## src/logic/pll_cfg_regs.svh

```systemverilog
`ifndef PLL_CFG_REGS_SVH
`define PLL_CFG_REGS_SVH

// Register offsets on the register port.
`define FRAC_LOW_OFS      8'h03
`define FRAC_MID_OFS      8'h04
`define FRAC_HIGH_OFS     8'h05
`define INT_INPUT_SEL_A_OFS  8'h06
`define DIV_MODE_OFS      8'h07
`define AUDIO_IF_OFS      8'h1C

// Field positions.
`define INT_MULT_LSB      0
`define INPUT_SEL_BIT     4
`define POST_DIV_LSB      0
`define FRAC_EN_BIT       2
`define MASTER_DIV_BIT    3
`define AUX_DIV_LSB       4
`define AUDIO_MASTER_BIT  6

// Reset values.
`define FRAC_MULT_RST     22'h36FD21
`define INT_MULT_RST      4'h7
`define INPUT_SEL_RST     1'b0
`define POST_DIV_RST      2'h2
`define FRAC_EN_RST       1'b1
`define MASTER_DIV_RST    1'b0
`define AUX_DIV_RST       2'h1
`define AUDIO_MASTER_RST  1'b0

// Fraction weight and the unit step of the synthesiser budget.
`define FRAC_BITS         22
`define BUDGET_ONE        27'h0400000

// Divider half periods for a post divider select of 0 to 3, in f2 ticks.
`define HALF_SEL0         6'h01
`define HALF_SEL1         6'h02
`define HALF_SEL2         6'h04
`define HALF_SEL3         6'h06
`define HALF_MASTER_RST   6'h04
`define HALF_AUX_RST      6'h04

`endif

```

## src/logic/pll_cfg_pkg.sv

```systemverilog
package pll_cfg_pkg;

	// Software configuration of the synthesiser and its dividers.
	typedef struct packed {
		logic [21:0] frac_mult;
		logic [3:0]  int_mult;
		logic        input_sel_a;
		logic [1:0]  post_divider_sel;
		logic        fractional_enable;
		logic        master_div_sel;
		logic [1:0]  aux_div_sel;
		logic        audio_if_master_sel;
	} cfg_s;

	// Register port request.
	typedef struct packed {
		logic       we;
		logic [7:0] addr;
		logic [7:0] wdata;
	} reg_req_s;

endpackage

```

## src/logic/clock_div_toggle.sv

```systemverilog
`include "pll_cfg_regs.svh"

module clock_div_toggle
	import pll_cfg_pkg::*;
#(
	parameter int            HW        = 6,
	parameter logic [HW-1:0] RESET_HALF = `HALF_MASTER_RST
) (
	input  wire logic          clk,
	input  wire logic          rst,
	input  wire logic          tick,
	input  wire logic [HW-1:0] half_cnt,
	output logic               clk_o
);

	logic [HW-1:0] cnt_reg,  cnt_next;
	logic [HW-1:0] half_reg, half_next;
	logic          out_reg,  out_next;

	// Count source ticks and toggle at each half period; a new ratio is taken only at the
	// falling edge, so a period is never cut short and no runt pulse leaves the divider.
	always_comb begin
		cnt_next  = cnt_reg;
		half_next = half_reg;
		out_next  = out_reg;
		if (tick) begin
			if (cnt_reg + HW'(1) >= half_reg) begin
				cnt_next = '0;
				out_next = !out_reg;
				if (out_reg)
					half_next = half_cnt;
			end else begin
				cnt_next = cnt_reg + HW'(1);
			end
		end
	end

	always_ff @(posedge clk) begin
		if (rst) begin
			cnt_reg  <= '0;
			half_reg <= RESET_HALF;
			out_reg  <= 1'b0;
		end else begin
			cnt_reg  <= cnt_next;
			half_reg <= half_next;
			out_reg  <= out_next;
		end
	end

	assign clk_o = out_reg;

	ratio_change_a: assert property (@(posedge clk) disable iff (rst)
		$changed(half_reg) |-> $fell(out_reg))
		else $error("Divider ratio changed away from a period boundary.");

	out_toggle_a: assert property (@(posedge clk) disable iff (rst)
		$changed(out_reg) |-> $past(tick) && $past(cnt_reg) + HW'(1) >= $past(half_reg))
		else $error("Divided clock toggled without a completed half period.");

endmodule

```

## src/logic/fractional_pll_clock_config.sv

```systemverilog
`include "pll_cfg_regs.svh"

module fractional_pll_clock_config
	import pll_cfg_pkg::*;
(
	input  wire logic        CLK,
	input  wire logic        RST,
	input  wire logic        REG_WE,
	input  wire logic [7:0]  REG_ADDR,
	input  wire logic [7:0]  REG_WDATA,
	output logic      [7:0]  REG_RDATA,
	input  wire logic        OSC_CLOCK,
	input  wire logic        SPDIF_RX_EN,
	input  wire logic [1:0]  RX_POST_DIV_SEL,
	input  wire logic        MCLK_I,
	output logic             MCLK_O,
	output logic             MCLK_OE,
	output logic             AUX_CLOCK_PIN,
	output logic             TX_REF_CLK,
	output logic      [25:0] RATIO
);

	reg_req_s    req;
	cfg_s        cfg_reg,    cfg_next;
	logic [7:0]  rdata_reg,  rdata_next;
	logic        osc_s1_reg, osc_s2_reg, osc_prev_reg;
	logic        mck_s1_reg, mck_s2_reg;
	logic        pre_tog_reg, pre_tog_next;
	logic [26:0] budget_reg, budget_next;
	logic [25:0] ratio_reg,  ratio_next;
	logic        tx_ref_reg, tx_ref_next;
	logic        last_sel_reg, last_sel_next;
	logic        last_pass_reg, last_pass_next;
	logic        osc_edge, f1_tick, f2_tick;
	logic [1:0]  eff_post_div;
	logic [5:0]  base_half, master_half, aux_half;
	logic        synth_clock_a, synth_clock_b;

	assign req = '{we: REG_WE, addr: REG_ADDR, wdata: REG_WDATA};

	// Two-stage synchronisers for the oscillator and the master clock pin; only the
	// second stage feeds any logic, keeping metastability out of the edge detector.
	always_ff @(posedge CLK) begin
		if (RST) begin
			osc_s1_reg   <= 1'b0;
			osc_s2_reg   <= 1'b0;
			osc_prev_reg <= 1'b0;
			mck_s1_reg   <= 1'b0;
			mck_s2_reg   <= 1'b0;
		end else begin
			osc_s1_reg   <= OSC_CLOCK;
			osc_s2_reg   <= osc_s1_reg;
			osc_prev_reg <= osc_s2_reg;
			mck_s1_reg   <= MCLK_I;
			mck_s2_reg   <= mck_s1_reg;
		end
	end

	assign osc_edge = osc_s2_reg && !osc_prev_reg;

	// The prescaler passes every oscillator edge, or every second one when halving.
	assign f1_tick = osc_edge && (!cfg_reg.input_sel_a || pre_tog_reg);

	// The receiver, when running, owns the post divider select.
	assign eff_post_div = SPDIF_RX_EN ? RX_POST_DIV_SEL : cfg_reg.post_divider_sel;

	// One f2 tick leaves whenever a whole unit of budget is banked; each f1 tick banks
	// the ratio. The average f2 rate is the ratio times f1, valid while f2 stays below CLK.
	assign f2_tick = budget_reg >= `BUDGET_ONE;

	// Register writes, read data and the synthesiser state.
	always_comb begin
		cfg_next     = cfg_reg;
		rdata_next   = 8'h00;
		pre_tog_next = osc_edge ? !pre_tog_reg : pre_tog_reg;
		budget_next  = budget_reg + (f1_tick ? {1'b0, ratio_reg} : 27'h0000000)
			- (f2_tick ? `BUDGET_ONE : 27'h0000000);
		// Integer mode drops the fraction entirely.
		ratio_next   = cfg_reg.fractional_enable ? {cfg_reg.int_mult, cfg_reg.frac_mult}
			: {cfg_reg.int_mult, 22'h000000};
		tx_ref_next  = cfg_reg.audio_if_master_sel ? synth_clock_b : mck_s2_reg;
		// Mode and outcome of the last oscillator edge, kept so the halving can be checked.
		last_sel_next  = osc_edge ? cfg_reg.input_sel_a : last_sel_reg;
		last_pass_next = osc_edge ? f1_tick : last_pass_reg;
		if (req.we) begin
			case (req.addr)
				`FRAC_LOW_OFS: begin
					cfg_next.frac_mult[7:0] = req.wdata;
				end
				`FRAC_MID_OFS: begin
					cfg_next.frac_mult[15:8] = req.wdata;
				end
				`FRAC_HIGH_OFS: begin
					cfg_next.frac_mult[21:16] = req.wdata[5:0];
				end
				`INT_INPUT_SEL_A_OFS: begin
					cfg_next.int_mult    = req.wdata[`INT_MULT_LSB +: 4];
					cfg_next.input_sel_a = req.wdata[`INPUT_SEL_BIT];
				end
				`DIV_MODE_OFS: begin
					cfg_next.post_divider_sel  = req.wdata[`POST_DIV_LSB +: 2];
					cfg_next.fractional_enable = req.wdata[`FRAC_EN_BIT];
					cfg_next.master_div_sel    = req.wdata[`MASTER_DIV_BIT];
					cfg_next.aux_div_sel       = req.wdata[`AUX_DIV_LSB +: 2];
				end
				`AUDIO_IF_OFS: begin
					cfg_next.audio_if_master_sel = req.wdata[`AUDIO_MASTER_BIT];
				end
				default: begin
					cfg_next = cfg_reg;
				end
			endcase
		end
		// Reads return the current value; the divider register shows the select in force,
		// so software can see when the receiver has taken it over.
		case (REG_ADDR)
			`FRAC_LOW_OFS:     rdata_next = cfg_reg.frac_mult[7:0];
			`FRAC_MID_OFS:     rdata_next = cfg_reg.frac_mult[15:8];
			`FRAC_HIGH_OFS:    rdata_next = {2'b00, cfg_reg.frac_mult[21:16]};
			`INT_INPUT_SEL_A_OFS: rdata_next = {3'b000, cfg_reg.input_sel_a, cfg_reg.int_mult};
			`DIV_MODE_OFS:     rdata_next = {2'b00, cfg_reg.aux_div_sel, cfg_reg.master_div_sel,
				cfg_reg.fractional_enable, eff_post_div};
			`AUDIO_IF_OFS:     rdata_next = {1'b0, cfg_reg.audio_if_master_sel, 6'h00};
			default:           rdata_next = 8'h00;
		endcase
	end

	always_ff @(posedge CLK) begin
		if (RST) begin
			cfg_reg     <= '{frac_mult: `FRAC_MULT_RST, int_mult: `INT_MULT_RST,
				input_sel_a: `INPUT_SEL_RST, post_divider_sel: `POST_DIV_RST,
				fractional_enable: `FRAC_EN_RST, master_div_sel: `MASTER_DIV_RST,
				aux_div_sel: `AUX_DIV_RST, audio_if_master_sel: `AUDIO_MASTER_RST};
			rdata_reg   <= 8'h00;
			pre_tog_reg <= 1'b0;
			budget_reg  <= 27'h0000000;
			ratio_reg   <= {`INT_MULT_RST, `FRAC_MULT_RST};
			tx_ref_reg  <= 1'b0;
			last_sel_reg  <= 1'b0;
			last_pass_reg <= 1'b0;
		end else begin
			cfg_reg     <= cfg_next;
			rdata_reg   <= rdata_next;
			pre_tog_reg <= pre_tog_next;
			budget_reg  <= budget_next;
			ratio_reg   <= ratio_next;
			tx_ref_reg  <= tx_ref_next;
			last_sel_reg  <= last_sel_next;
			last_pass_reg <= last_pass_next;
		end
	end

	// Half periods in f2 ticks. Master: 1,2,4,6 doubled by the master select. Aux: half,
	// equal, double or four times the master base, except that the smallest stays at one.
	always_comb begin
		case (eff_post_div)
			2'h0:    base_half = `HALF_SEL0;
			2'h1:    base_half = `HALF_SEL1;
			2'h2:    base_half = `HALF_SEL2;
			default: base_half = `HALF_SEL3;
		endcase
		master_half = cfg_reg.master_div_sel ? {base_half[4:0], 1'b0} : base_half;
		case (cfg_reg.aux_div_sel)
			2'h0:    aux_half = (eff_post_div == 2'h0) ? `HALF_SEL0 : {1'b0, base_half[5:1]};
			2'h1:    aux_half = base_half;
			2'h2:    aux_half = {base_half[4:0], 1'b0};
			default: aux_half = {base_half[3:0], 2'b00};
		endcase
	end

	// Master-pin clock divider.
	clock_div_toggle #(
		.HW         (6),
		.RESET_HALF (`HALF_MASTER_RST)
	) u_master_div (
		.clk      (CLK),
		.rst      (RST),
		.tick     (f2_tick),
		.half_cnt (master_half),
		.clk_o    (synth_clock_b)
	);

	// Aux-pin clock divider.
	clock_div_toggle #(
		.HW         (6),
		.RESET_HALF (`HALF_AUX_RST)
	) u_aux_div (
		.clk      (CLK),
		.rst      (RST),
		.tick     (f2_tick),
		.half_cnt (aux_half),
		.clk_o    (synth_clock_a)
	);

	// The divided clocks reach both pins; in master mode the master-pin clock also drives the transmitter reference.
	assign MCLK_O        = synth_clock_b;
	assign MCLK_OE       = cfg_reg.audio_if_master_sel;
	assign AUX_CLOCK_PIN = synth_clock_a;
	assign TX_REF_CLK    = tx_ref_reg;
	assign REG_RDATA     = rdata_reg;
	assign RATIO         = ratio_reg;

	pin_dir_a: assert property (@(posedge CLK) disable iff (RST)
		REG_WE && REG_ADDR == `AUDIO_IF_OFS |=> MCLK_OE == $past(REG_WDATA[`AUDIO_MASTER_BIT]))
		else $error("Master pin direction did not follow the written select.");

	int_mode_a: assert property (@(posedge CLK) disable iff (RST)
		!cfg_reg.fractional_enable |=> RATIO[21:0] == 22'h000000)
		else $error("Fraction used while integer mode selected.");

	frac_sum_a: assert property (@(posedge CLK) disable iff (RST)
		cfg_reg.fractional_enable |=> RATIO == {$past(cfg_reg.int_mult), $past(cfg_reg.frac_mult)})
		else $error("Ratio is not integer plus fraction.");

	rx_force_a: assert property (@(posedge CLK) disable iff (RST)
		SPDIF_RX_EN |=> $past(REG_ADDR) != `DIV_MODE_OFS || REG_RDATA[1:0] == $past(RX_POST_DIV_SEL))
		else $error("Receiver did not own the post divider select.");

	// Two edges in a row in halving mode must alternate between passed and dropped.
	input_sel_a_halve_a: assert property (@(posedge CLK) disable iff (RST)
		osc_edge && cfg_reg.input_sel_a && last_sel_reg |-> f1_tick != last_pass_reg)
		else $error("Halved input did not pass exactly every second edge.");

	pass_through_a: assert property (@(posedge CLK) disable iff (RST)
		osc_edge && !cfg_reg.input_sel_a |-> f1_tick)
		else $error("Undivided input dropped an oscillator edge.");

	f2_budget_a: assert property (@(posedge CLK) disable iff (RST)
		f2_tick && !f1_tick |=> budget_reg == $past(budget_reg) - `BUDGET_ONE)
		else $error("Synthesiser emitted a tick without spending a unit.");

	post_reset_a: assert property (@(posedge CLK)
		$fell(RST) |-> cfg_reg.post_divider_sel == 2'h2 && cfg_reg.fractional_enable)
		else $error("Divider and mode register left reset with wrong values.");

endmodule

```

## config.mk

```make
export PLATFORM = sky130hd
export DESIGN_NAME = fractional_pll_clock_config
export DESIGN_NICKNAME = d
export VERILOG_FILES = /design/src/logic/pll_cfg_pkg.sv /design/src/logic/clock_div_toggle.sv /design/src/logic/fractional_pll_clock_config.sv
export VERILOG_INCLUDE_DIRS = /design/src /design/src/logic
export SDC_FILE = /design/constraint.sdc
export NUM_CORES = 1
export LEC_CHECK = 0
export BUFFER_PORTS_ARGS = -buffer_cell sky130_fd_sc_hd__buf_2
export CAP_MARGIN = 20
export CORE_ASPECT_RATIO = 0.6
export CORE_MARGIN = 10
export CORE_UTILIZATION = 60
export CTS_BUF_LIST = sky130_fd_sc_hd__clkbuf_16
export CTS_CLUSTER_SIZE = 25
export DETAILED_ROUTE_END_ITERATION = 7
export PLACE_DENSITY = 0.92
export SLEW_MARGIN = 20
export SYNTH_ARGS = -nofsm -noshare
export SYNTH_HDL_FRONTEND = slang
export SYNTH_SLANG_ARGS = --single-unit
```

## constraint.sdc

```tcl
create_clock -name CLK -period 3.9 [get_ports CLK]
set_clock_uncertainty 0.05 [all_clocks]
set_input_delay 0.195 -clock CLK [delete_from_list [all_inputs] [get_ports CLK]]
set_output_delay 0.195 -clock CLK [all_outputs]
set_load 0.02 [all_outputs]
```

# ---- After elaboration in Yosys (flattened, before gate mapping)
# Cells that the tools add are included.
dict set report op_classes {
  reduce_logical 21
  n_addsub 4
  order_cmp 3
  bitwise_logic 1
  mux 12
  eq_ne 10
}
# cell count
set ops {}
lappend ops {{$pmux 8 s6} 1}
lappend ops {{$eq 8x3->1 const B} 4}
lappend ops {{$add 27x26->27} 1}
lappend ops {{$ge 27x23->1 const B} 1}
lappend ops {{$sub 27x23->27} 1}
lappend ops {{$mux 26} 1}
lappend ops {{$mux 23} 1}
lappend ops {{$mux 22} 1}
lappend ops {{$mux 6} 3}
lappend ops {{$pmux 6 s3} 1}
lappend ops {{$reduce_and 2->1} 8}
lappend ops {{$add 6x1->6 const B} 2}
lappend ops {{$ge 6x6->1} 2}
lappend ops {{$pmux 3 s3} 1}
lappend ops {{$eq 8x2->1 const B} 1}
lappend ops {{$eq 8x5->1 const B} 1}
lappend ops {{$reduce_and 3->1} 2}
lappend ops {{$logic_not 1->1} 5}
lappend ops {{$mux 5} 1}
lappend ops {{$eq 2x1->1 const B} 2}
lappend ops {{$eq 2x2->1 const B} 2}
lappend ops {{$logic_not 2->1} 2}
lappend ops {{$logic_and 1x1->1} 2}
lappend ops {{$mux 2} 1}
lappend ops {{4 further kinds} 4}
dict set report totals {
  reg_bits 128
  word_cells 78
  in_bits 24
}

# ---- Logic depth before layout (Yosys ltp)
# Gate-level depths: netlist of the first run.
dict set report depth {
  word_depth 6
  mapped_depth 15
  mapped_depth_nobuf 13
}

# ---- Modules after synthesis
# Synthesis of the first run repeated with hierarchy kept, for this count alone.
dict set report unflattened {
  hier_cells 874
  hier_area_um2 7094.3
}
# module n_inst cells_per_inst area_per_inst_um2 seq_area_each_um2
set modules_own_cells {}
lappend modules_own_cells {fractional_pll_clock_config 1 702 5600.4 2042.0}
lappend modules_own_cells {clock_div_toggle 2 86 747.0 260.2}

# ---- Worst setup path before layout of the first run
# Ideal clock, no wire load.
dict set report synth_path {
  path_type {flip-flop to flip-flop}
  start {register osc_s2_reg}
  end {register budget_reg[21]}
  path_buffers 2
  arrival_time_ns 3.169
  stages_incl_launch_ff 16
  synth_period_minus_slack_ns 3.339
  path_slack_ns 0.561
  setup_ns 0.121
  cell_sequence {dfxtp_1 nor2b_1 a21boi_1 clkbuf_1 nand2_1 ha_1 inv_1 ha_1 buf_4 nand4_1 nor4_2 o21ai_2 a21oi_2 a31oi_1 o21ai_1 mux2_2}
}
dict set report synth_via {
  elab_chain_cells 5
}
# item line
set synth_rtl {}
lappend synth_rtl {{start, declared} fractional_pll_clock_config.sv:26} ;# logic osc_s1_reg, osc_s2_reg, osc_prev_reg;
lappend synth_rtl {{start signal, assigned} fractional_pll_clock_config.sv:52} ;# osc_s2_reg <= osc_s1_reg;
lappend synth_rtl {{$logic_and 1x1->1} fractional_pll_clock_config.sv:59} ;# assign osc_edge = osc_s2_reg && !osc_prev_reg;
lappend synth_rtl {{$logic_and 1x1->1} fractional_pll_clock_config.sv:62} ;# assign f1_tick = osc_edge && (!cfg_reg.input_sel_a || pre_tog_reg);
lappend synth_rtl {{$mux 26} fractional_pll_clock_config.sv:76} ;# budget_next = budget_reg + (f1_tick ? {1'b0, ratio_reg} : 27'h0000000)
lappend synth_rtl {{$add 27x26->27} fractional_pll_clock_config.sv:76}
lappend synth_rtl {{$sub 27x23->27} fractional_pll_clock_config.sv:76}
lappend synth_rtl {{end signal, assigned} fractional_pll_clock_config.sv:145} ;# budget_reg <= budget_next;
lappend synth_rtl {{end, declared} fractional_pll_clock_config.sv:29} ;# logic [26:0] budget_reg, budget_next;
# No other way between the ends.
# A chain may end at the register's enable or synchronous reset.

# ---- Worst setup path after layout of the first run
# Ends and elaborated chain as after synthesis.

==> results_dict.tcl, run 1 <==
set metrics [dict create \
    status "complete, no violations" \
    grt_pass1_vias 5406 \
    drv_cap 0 \
    synth_area_leader_cell "dfxtp_1" \
    dieArea_um2 16000 \
    clk_pin_slew_ns 0.06 \
    grt.overflow.total 0 \
    period_minus_slack_ns 3.37 \
    htree_levels 4 \
    fin_ws_ns 0.527 \
    ant_nets 0 \
    hp-class "in2reg" \
    vias_per_cell 5.73 \
    timing.final.crit_share_pct 86.5 \
    irDropWorstVdd_v 0.000420 \
    setup_violations 0 \
    slew_viol_final 0 \
    worst-setup-path-type "reg2reg" \
    cp.required_ns 4.14 \
    gr-usage-all-layers_pct 21.7 \
    initial_utilization_pct 62.5 \
    drt_pass1_iterations 5 \
    synth_warnings 0 \
    coreArea_um2 10800 \
    grt_pass1_wl_um 27900 \
    cts_max_path_buffers 2 \
    slew_headroom_pct 34.2 \
    drt-initial-drc-count 693 \
    worstSetupEndpointType "flip-flop" \
    ys_types 64 \
    post-dp-hpwl_um 12600 \
    numCtsBuffers 17 \
    io_buffers 61 \
    final_area_um2 7740 \
    antenna_found_initial 0 \
    synthArstFlopShare_pct 0 \
    leakagePower_nw 3.57 \
    max_freq_mhz 297 \
    gp_congestion 0.982 \
    pre_cts_ws_ns 0.579 \
    insertion_delay_ns 0.41 \
    largest_register_ffs 33 \
    grt_max_degree 56 \
    worstSetupStartpointType "flip-flop" \
    routed_wl_um 17400 \
    die_y_um 102 \
    powerDensity_nw_per_um2 724 \
    drc 0 \
    total_power_mw 5.61 \
    syn_to_final_growth_pct 15.0 \
    wire_per_inst_um 16.9 \
    syn-cell-area_um2 6730 \
    drive_gt1_share_pct 13.8 \
    synth-edff-count 0 \
    synthFlopType "dfxtp_1" \
    n_antenna_cell 0 \
    syn-num-nets 906 \
    worstMarginPinSlew_ns 0.981 \
    netlist_instances 820 \
    cts-root-buf "clkbuf_16" \
    nNetsFinal 967 \
    place_area_um2 7140 \
    cp_max_fo 26 \
    rsz0062_at_grt "false" \
    synth_top_cell_area_share_pct 37.2 \
    fp.dieW_um 157 \
    vias 5923 \
    cts.sinks 125 \
    tns_ns 0 \
    synth-seq-cells 125 \
    postSynthAreaPerCell_um2 8.21 \
    hold_viol 0 \
    cts_tree "yes" \
    cp.arrival_ns 3.62 \
    synth_common_cells "dfxtp_1 (125), nand2_1 (106), inv_1 (90)" \
    yosysMostFrequentCell "dfxtp_1" \
    ys_seq_area_share_pct 37.2 \
    synth.area.top_cells "dfxtp_1 (37%), ha_1 (11%), nand2_1 (5.9%), inv_1 (5.0%), nor2_1 (4.9%)" \
    ios 62 \
    rows 29 \
]
-- stage by stage --
step / util (%) / std cells / hold slack, ns
after floorplan: - / 820 / 0.269
after global placement: 66.3 / 997 / 0.354
after detailed placement: 66.3 / 997 / 0.364
after CTS: 71.8 / 1033 / 0.00205
after global routing: 71.8 / 1033 / 0.0141
final: 71.8 / 1033 / 0.0196
-- per-layer routing --
metal / part of all wire [%] / up-vias / routed length (µm) / GRT usage [%]
li1: - / 2892 / - / -
met1: 47 / 2691 / 8110 / 30.5
met2: 40 / 322 / 7030 / 30.6
met3: 12 / 18 / 2130 / 8.10
met4: 0.88 / 0 / 153 / 5.27
met5: 0 / - / 0 / 0
-- final timing paths --
check	from	end	slack, ns	depth (start not counted)
min	REG_WDATA[1]	cfg_reg[21]	0.02	3
max reg2reg	osc_s2_reg	budget_reg[21]	0.53	14
max	osc_s2_reg	budget_reg[21]	0.53	14
min reg2reg	mck_s1_reg	mck_s2_reg	0.38	1
-- critical path: stages (launching register included) --
cell,delay [ns]
dfxtp_1,0.31
nor2b_1,0.18
a21boi_2,0.23
buf_12,0.20
nand2_1,0.07
ha_1,0.27
inv_1,0.04
ha_1,0.43
nand4_1,0.19
nor4_2,0.31
o21ai_2,0.17
a21oi_2,0.16
a31oi_1,0.13
o21ai_1,0.16
mux2_2,0.34
-- logic make-up after synthesis --
group	after synthesis	synth area share, %
mux	21	3.25
xor+xnor	40	5.20
flops	125	37.2
buf+inv	117	6.67
fa+ha+maj	62	11.6
simple gates	311	21.7
compound gates	144	14.4
-- cell usage in the layout, fill, tap and decap left out, drive strengths merged, types with 5 or more instances in the layout --
cell type and count:
nand3 29, xor2 23, and3 10, a21oi 43, nand2b 9, o211ai 15, nor3 12, nand4 9
clkinv 8, nor2 90, and2 17, a21o 9, nand2 107, a211oi 10, mux2i 14, a22oi 7
inv 92, mux2 7, xnor2 17, dfxtp 125, or2 6, a221oi 5, clkbuf 17, o21ai 25
ha 61, a211o 8, nor2b 12, buf 64
-- cell type report --
class,instances,area [µm²]
Inverter,91,342
Clock buffer,17,425
Tap cell,139,174
Multi-Input combinational cell,578,3780
Sequential cell,125,2500
Timing Repair Buffer,68,380
Clock inverter,15,133
Fill cell,803,3040
-- where the power goes --
group	switching (mW)	internal [mW]	leakage (nW)
clock	0.576	0.924	0.270
sequential	0.0701	1.42	1.02
combinational	1.58	1.03	2.29
-- repair_timing --
action,in CTS,in global routing
resized for setup,0,0
hold buffers,4,0
buffers inserted,0,0
hold endpoints to repair,4,0
No activity file was read; power rests on OpenSTA's default activity.
==> run 2, diff against run 1 <==
==> constraint.sdc (replaced) <==
create_clock -name CLK -period 3.58 [get_ports CLK]
set_clock_uncertainty 0.05 [all_clocks]
set_input_delay 0.179 -clock CLK [delete_from_list [all_inputs] [get_ports CLK]]
set_output_delay 0.179 -clock CLK [all_outputs]
set_load 0.02 [all_outputs]
==> run 2 against run 1 <==
  * Non-clock buffer count grew 5
  * Clock-buffer cell count is the same
  * Hold slack lost 0.0021 ns
  * Global-route usage grew 0.30 points
  * First-iteration DRC count grew 5.1%
  * Fmax shrank 0.20%
  * Largest cell class unchanged
  * Clock power grew 14%
  * Final cell count grew 0.48%
  * Combinational power grew 11%
  * Flip-flop and latch count is the same
  * Routed wire length grew 2.1%
  * Die area is the same
==> results_dict.tcl, run 2 (synthesis results as in run 1) <==
set metrics [dict create \
    post-cts-setup-buffers 0 \
    nNetsFinal 972 \
    grt_pass1_wl_um 28400 \
    multi_input_area_um2 3800 \
    timing.final.crit_share_pct 94.4 \
    leakagePower_nw 3.61 \
    antenna_found_initial 0 \
    io_buffers 61 \
    grt_pass1_vias 5612 \
    cp.required_ns 3.80 \
    worstSetupEndpointType "flip-flop" \
    hold_viol 0 \
    powerDensity_nw_per_um2 799 \
    fp.dieW_um 157 \
    place_area_um2 7160 \
    wire_per_inst_um 17.1 \
    rows 29 \
    grt_max_degree 85 \
    worstMarginPinSlew_ns 0.921 \
    cp_max_fo 26 \
    slew_headroom_pct 38.2 \
    cts_tree "yes" \
    largest_register_ffs 33 \
    coreArea_um2 10800 \
    vias 6035 \
    max_freq_mhz 296 \
    status "complete, no violations" \
    slew_viol_final 0 \
    post-dp-hpwl_um 12600 \
    final_cell_mix "dfxtp_1 (125), nand2_1 (106), inv_1 (92)" \
    period_minus_slack_ns 3.38 \
    grt.overflow.total 0 \
    numCtsBuffers 17 \
    drt-initial-drc-count 728 \
    die_y_um 102 \
    gr-usage-all-layers_pct 22.0 \
    ant_nets 0 \
    seq_area_um2 2500 \
    vias_per_cell 5.81 \
    dieArea_um2 16000 \
    rsz0062_at_grt "true" \
    worst-setup-path-type "reg2reg" \
    initial_utilization_pct 62.5 \
    cp.arrival_ns 3.60 \
    met3_usage_pct 5.41 \
    gp_congestion 0.974 \
    final_area_um2 7830 \
    routed_wl_um 17800 \
    htree_levels 4 \
    drive_gt1_share_pct 14.5 \
    clk_pin_slew_ns 0.05 \
    irDropWorstVdd_v 0.000394 \
    drv_cap 0 \
    hp-class "in2reg" \
    grt_use_met2_pct 31.6 \
    worstSetupStartpointType "flip-flop" \
    cts-root-buf "clkbuf_16" \
    cts.sinks 125 \
    fillCellCount 778 \
    grt_use_met1_pct 31.5 \
    insertion_delay_ns 0.42 \
    setup_violations 0 \
    drc 0 \
    cts_max_path_buffers 2 \
    drt_pass1_iterations 7 \
    final_common_cell "dfxtp_1" \
    syn_to_final_growth_pct 16.2 \
    busiest_layer "met2" \
    hold_ws_ns 0.0174 \
    ios 62 \
    n_antenna_cell 0 \
]
-- run 2: final timing paths --
kind	from	endpoint	slack [ns]	cells after the start
max	osc_s2_reg	budget_reg[24]	0.20	14
min	REG_WDATA[4]	cfg_reg[7]	0.02	3
max reg2reg	osc_s2_reg	budget_reg[24]	0.20	14
min reg2reg	mck_s1_reg	mck_s2_reg	0.39	1
-- run 2: what timing repair did --
item | CTS | global route
endpoints found under the setup margin | 0 | 5
hold buffers | 7 | 0
hold endpoints to repair | 9 | 0
gates resized for setup | 0 | 4
-- run 2: area by class of cell --
type / instances / area share (%)
multi-input cells: 578 / 48.6
flip-flops and latches: 125 / 32.0
clock buffers: 17 / 5.44
repair buffers: 73 / 5.44
inverters: 91 / 4.36
well taps: 139 / 2.22
clock inverters: 15 / 2.00
-- run 2: power breakdown --
group          total (mW)  internal [mW]  switching (mW)
Clock                1.71           1.08           0.630
Sequential           1.64           1.55          0.0851
Combinational        2.91           1.15            1.76
Total                6.25           3.78            2.47
-- run 2: routing by layer --
layer	share of wire (%)	wire length [µm]
met1	48	8480
met3	9.9	1770
met5	0	0
met2	41	7290
met4	1.5	260
-- run 2: critical path, cell delays in order, from the launching register on --
cell and delay, ns:
dfxtp_1 0.32, nor2b_1 0.19, a21boi_2 0.23, buf_12 0.19, nand2_1 0.07, ha_1 0.27
inv_1 0.04, ha_1 0.37, a21oi_1 0.23, nand2_1 0.12, o2111ai_1 0.34, a21oi_1 0.21
a211oi_1 0.33, xor2_1 0.19, nor2_1 0.05
-- run 2: per-stage QoR --
stage          util [%]  setup TNS, ns  instances  setup slack, ns  power (mW)
3_3_place_gp       66.4              0        999            0.328        4.36
3_5_place_dp       66.4              0        999            0.257        4.41
4_1_cts            72.5              0       1038            0.225        6.15
6_report           72.6              0       1038            0.201        6.25
2_1_floorplan         -              0        820            0.241        3.83
5_1_grt            72.6        -0.0297       1038          -0.0202        6.64
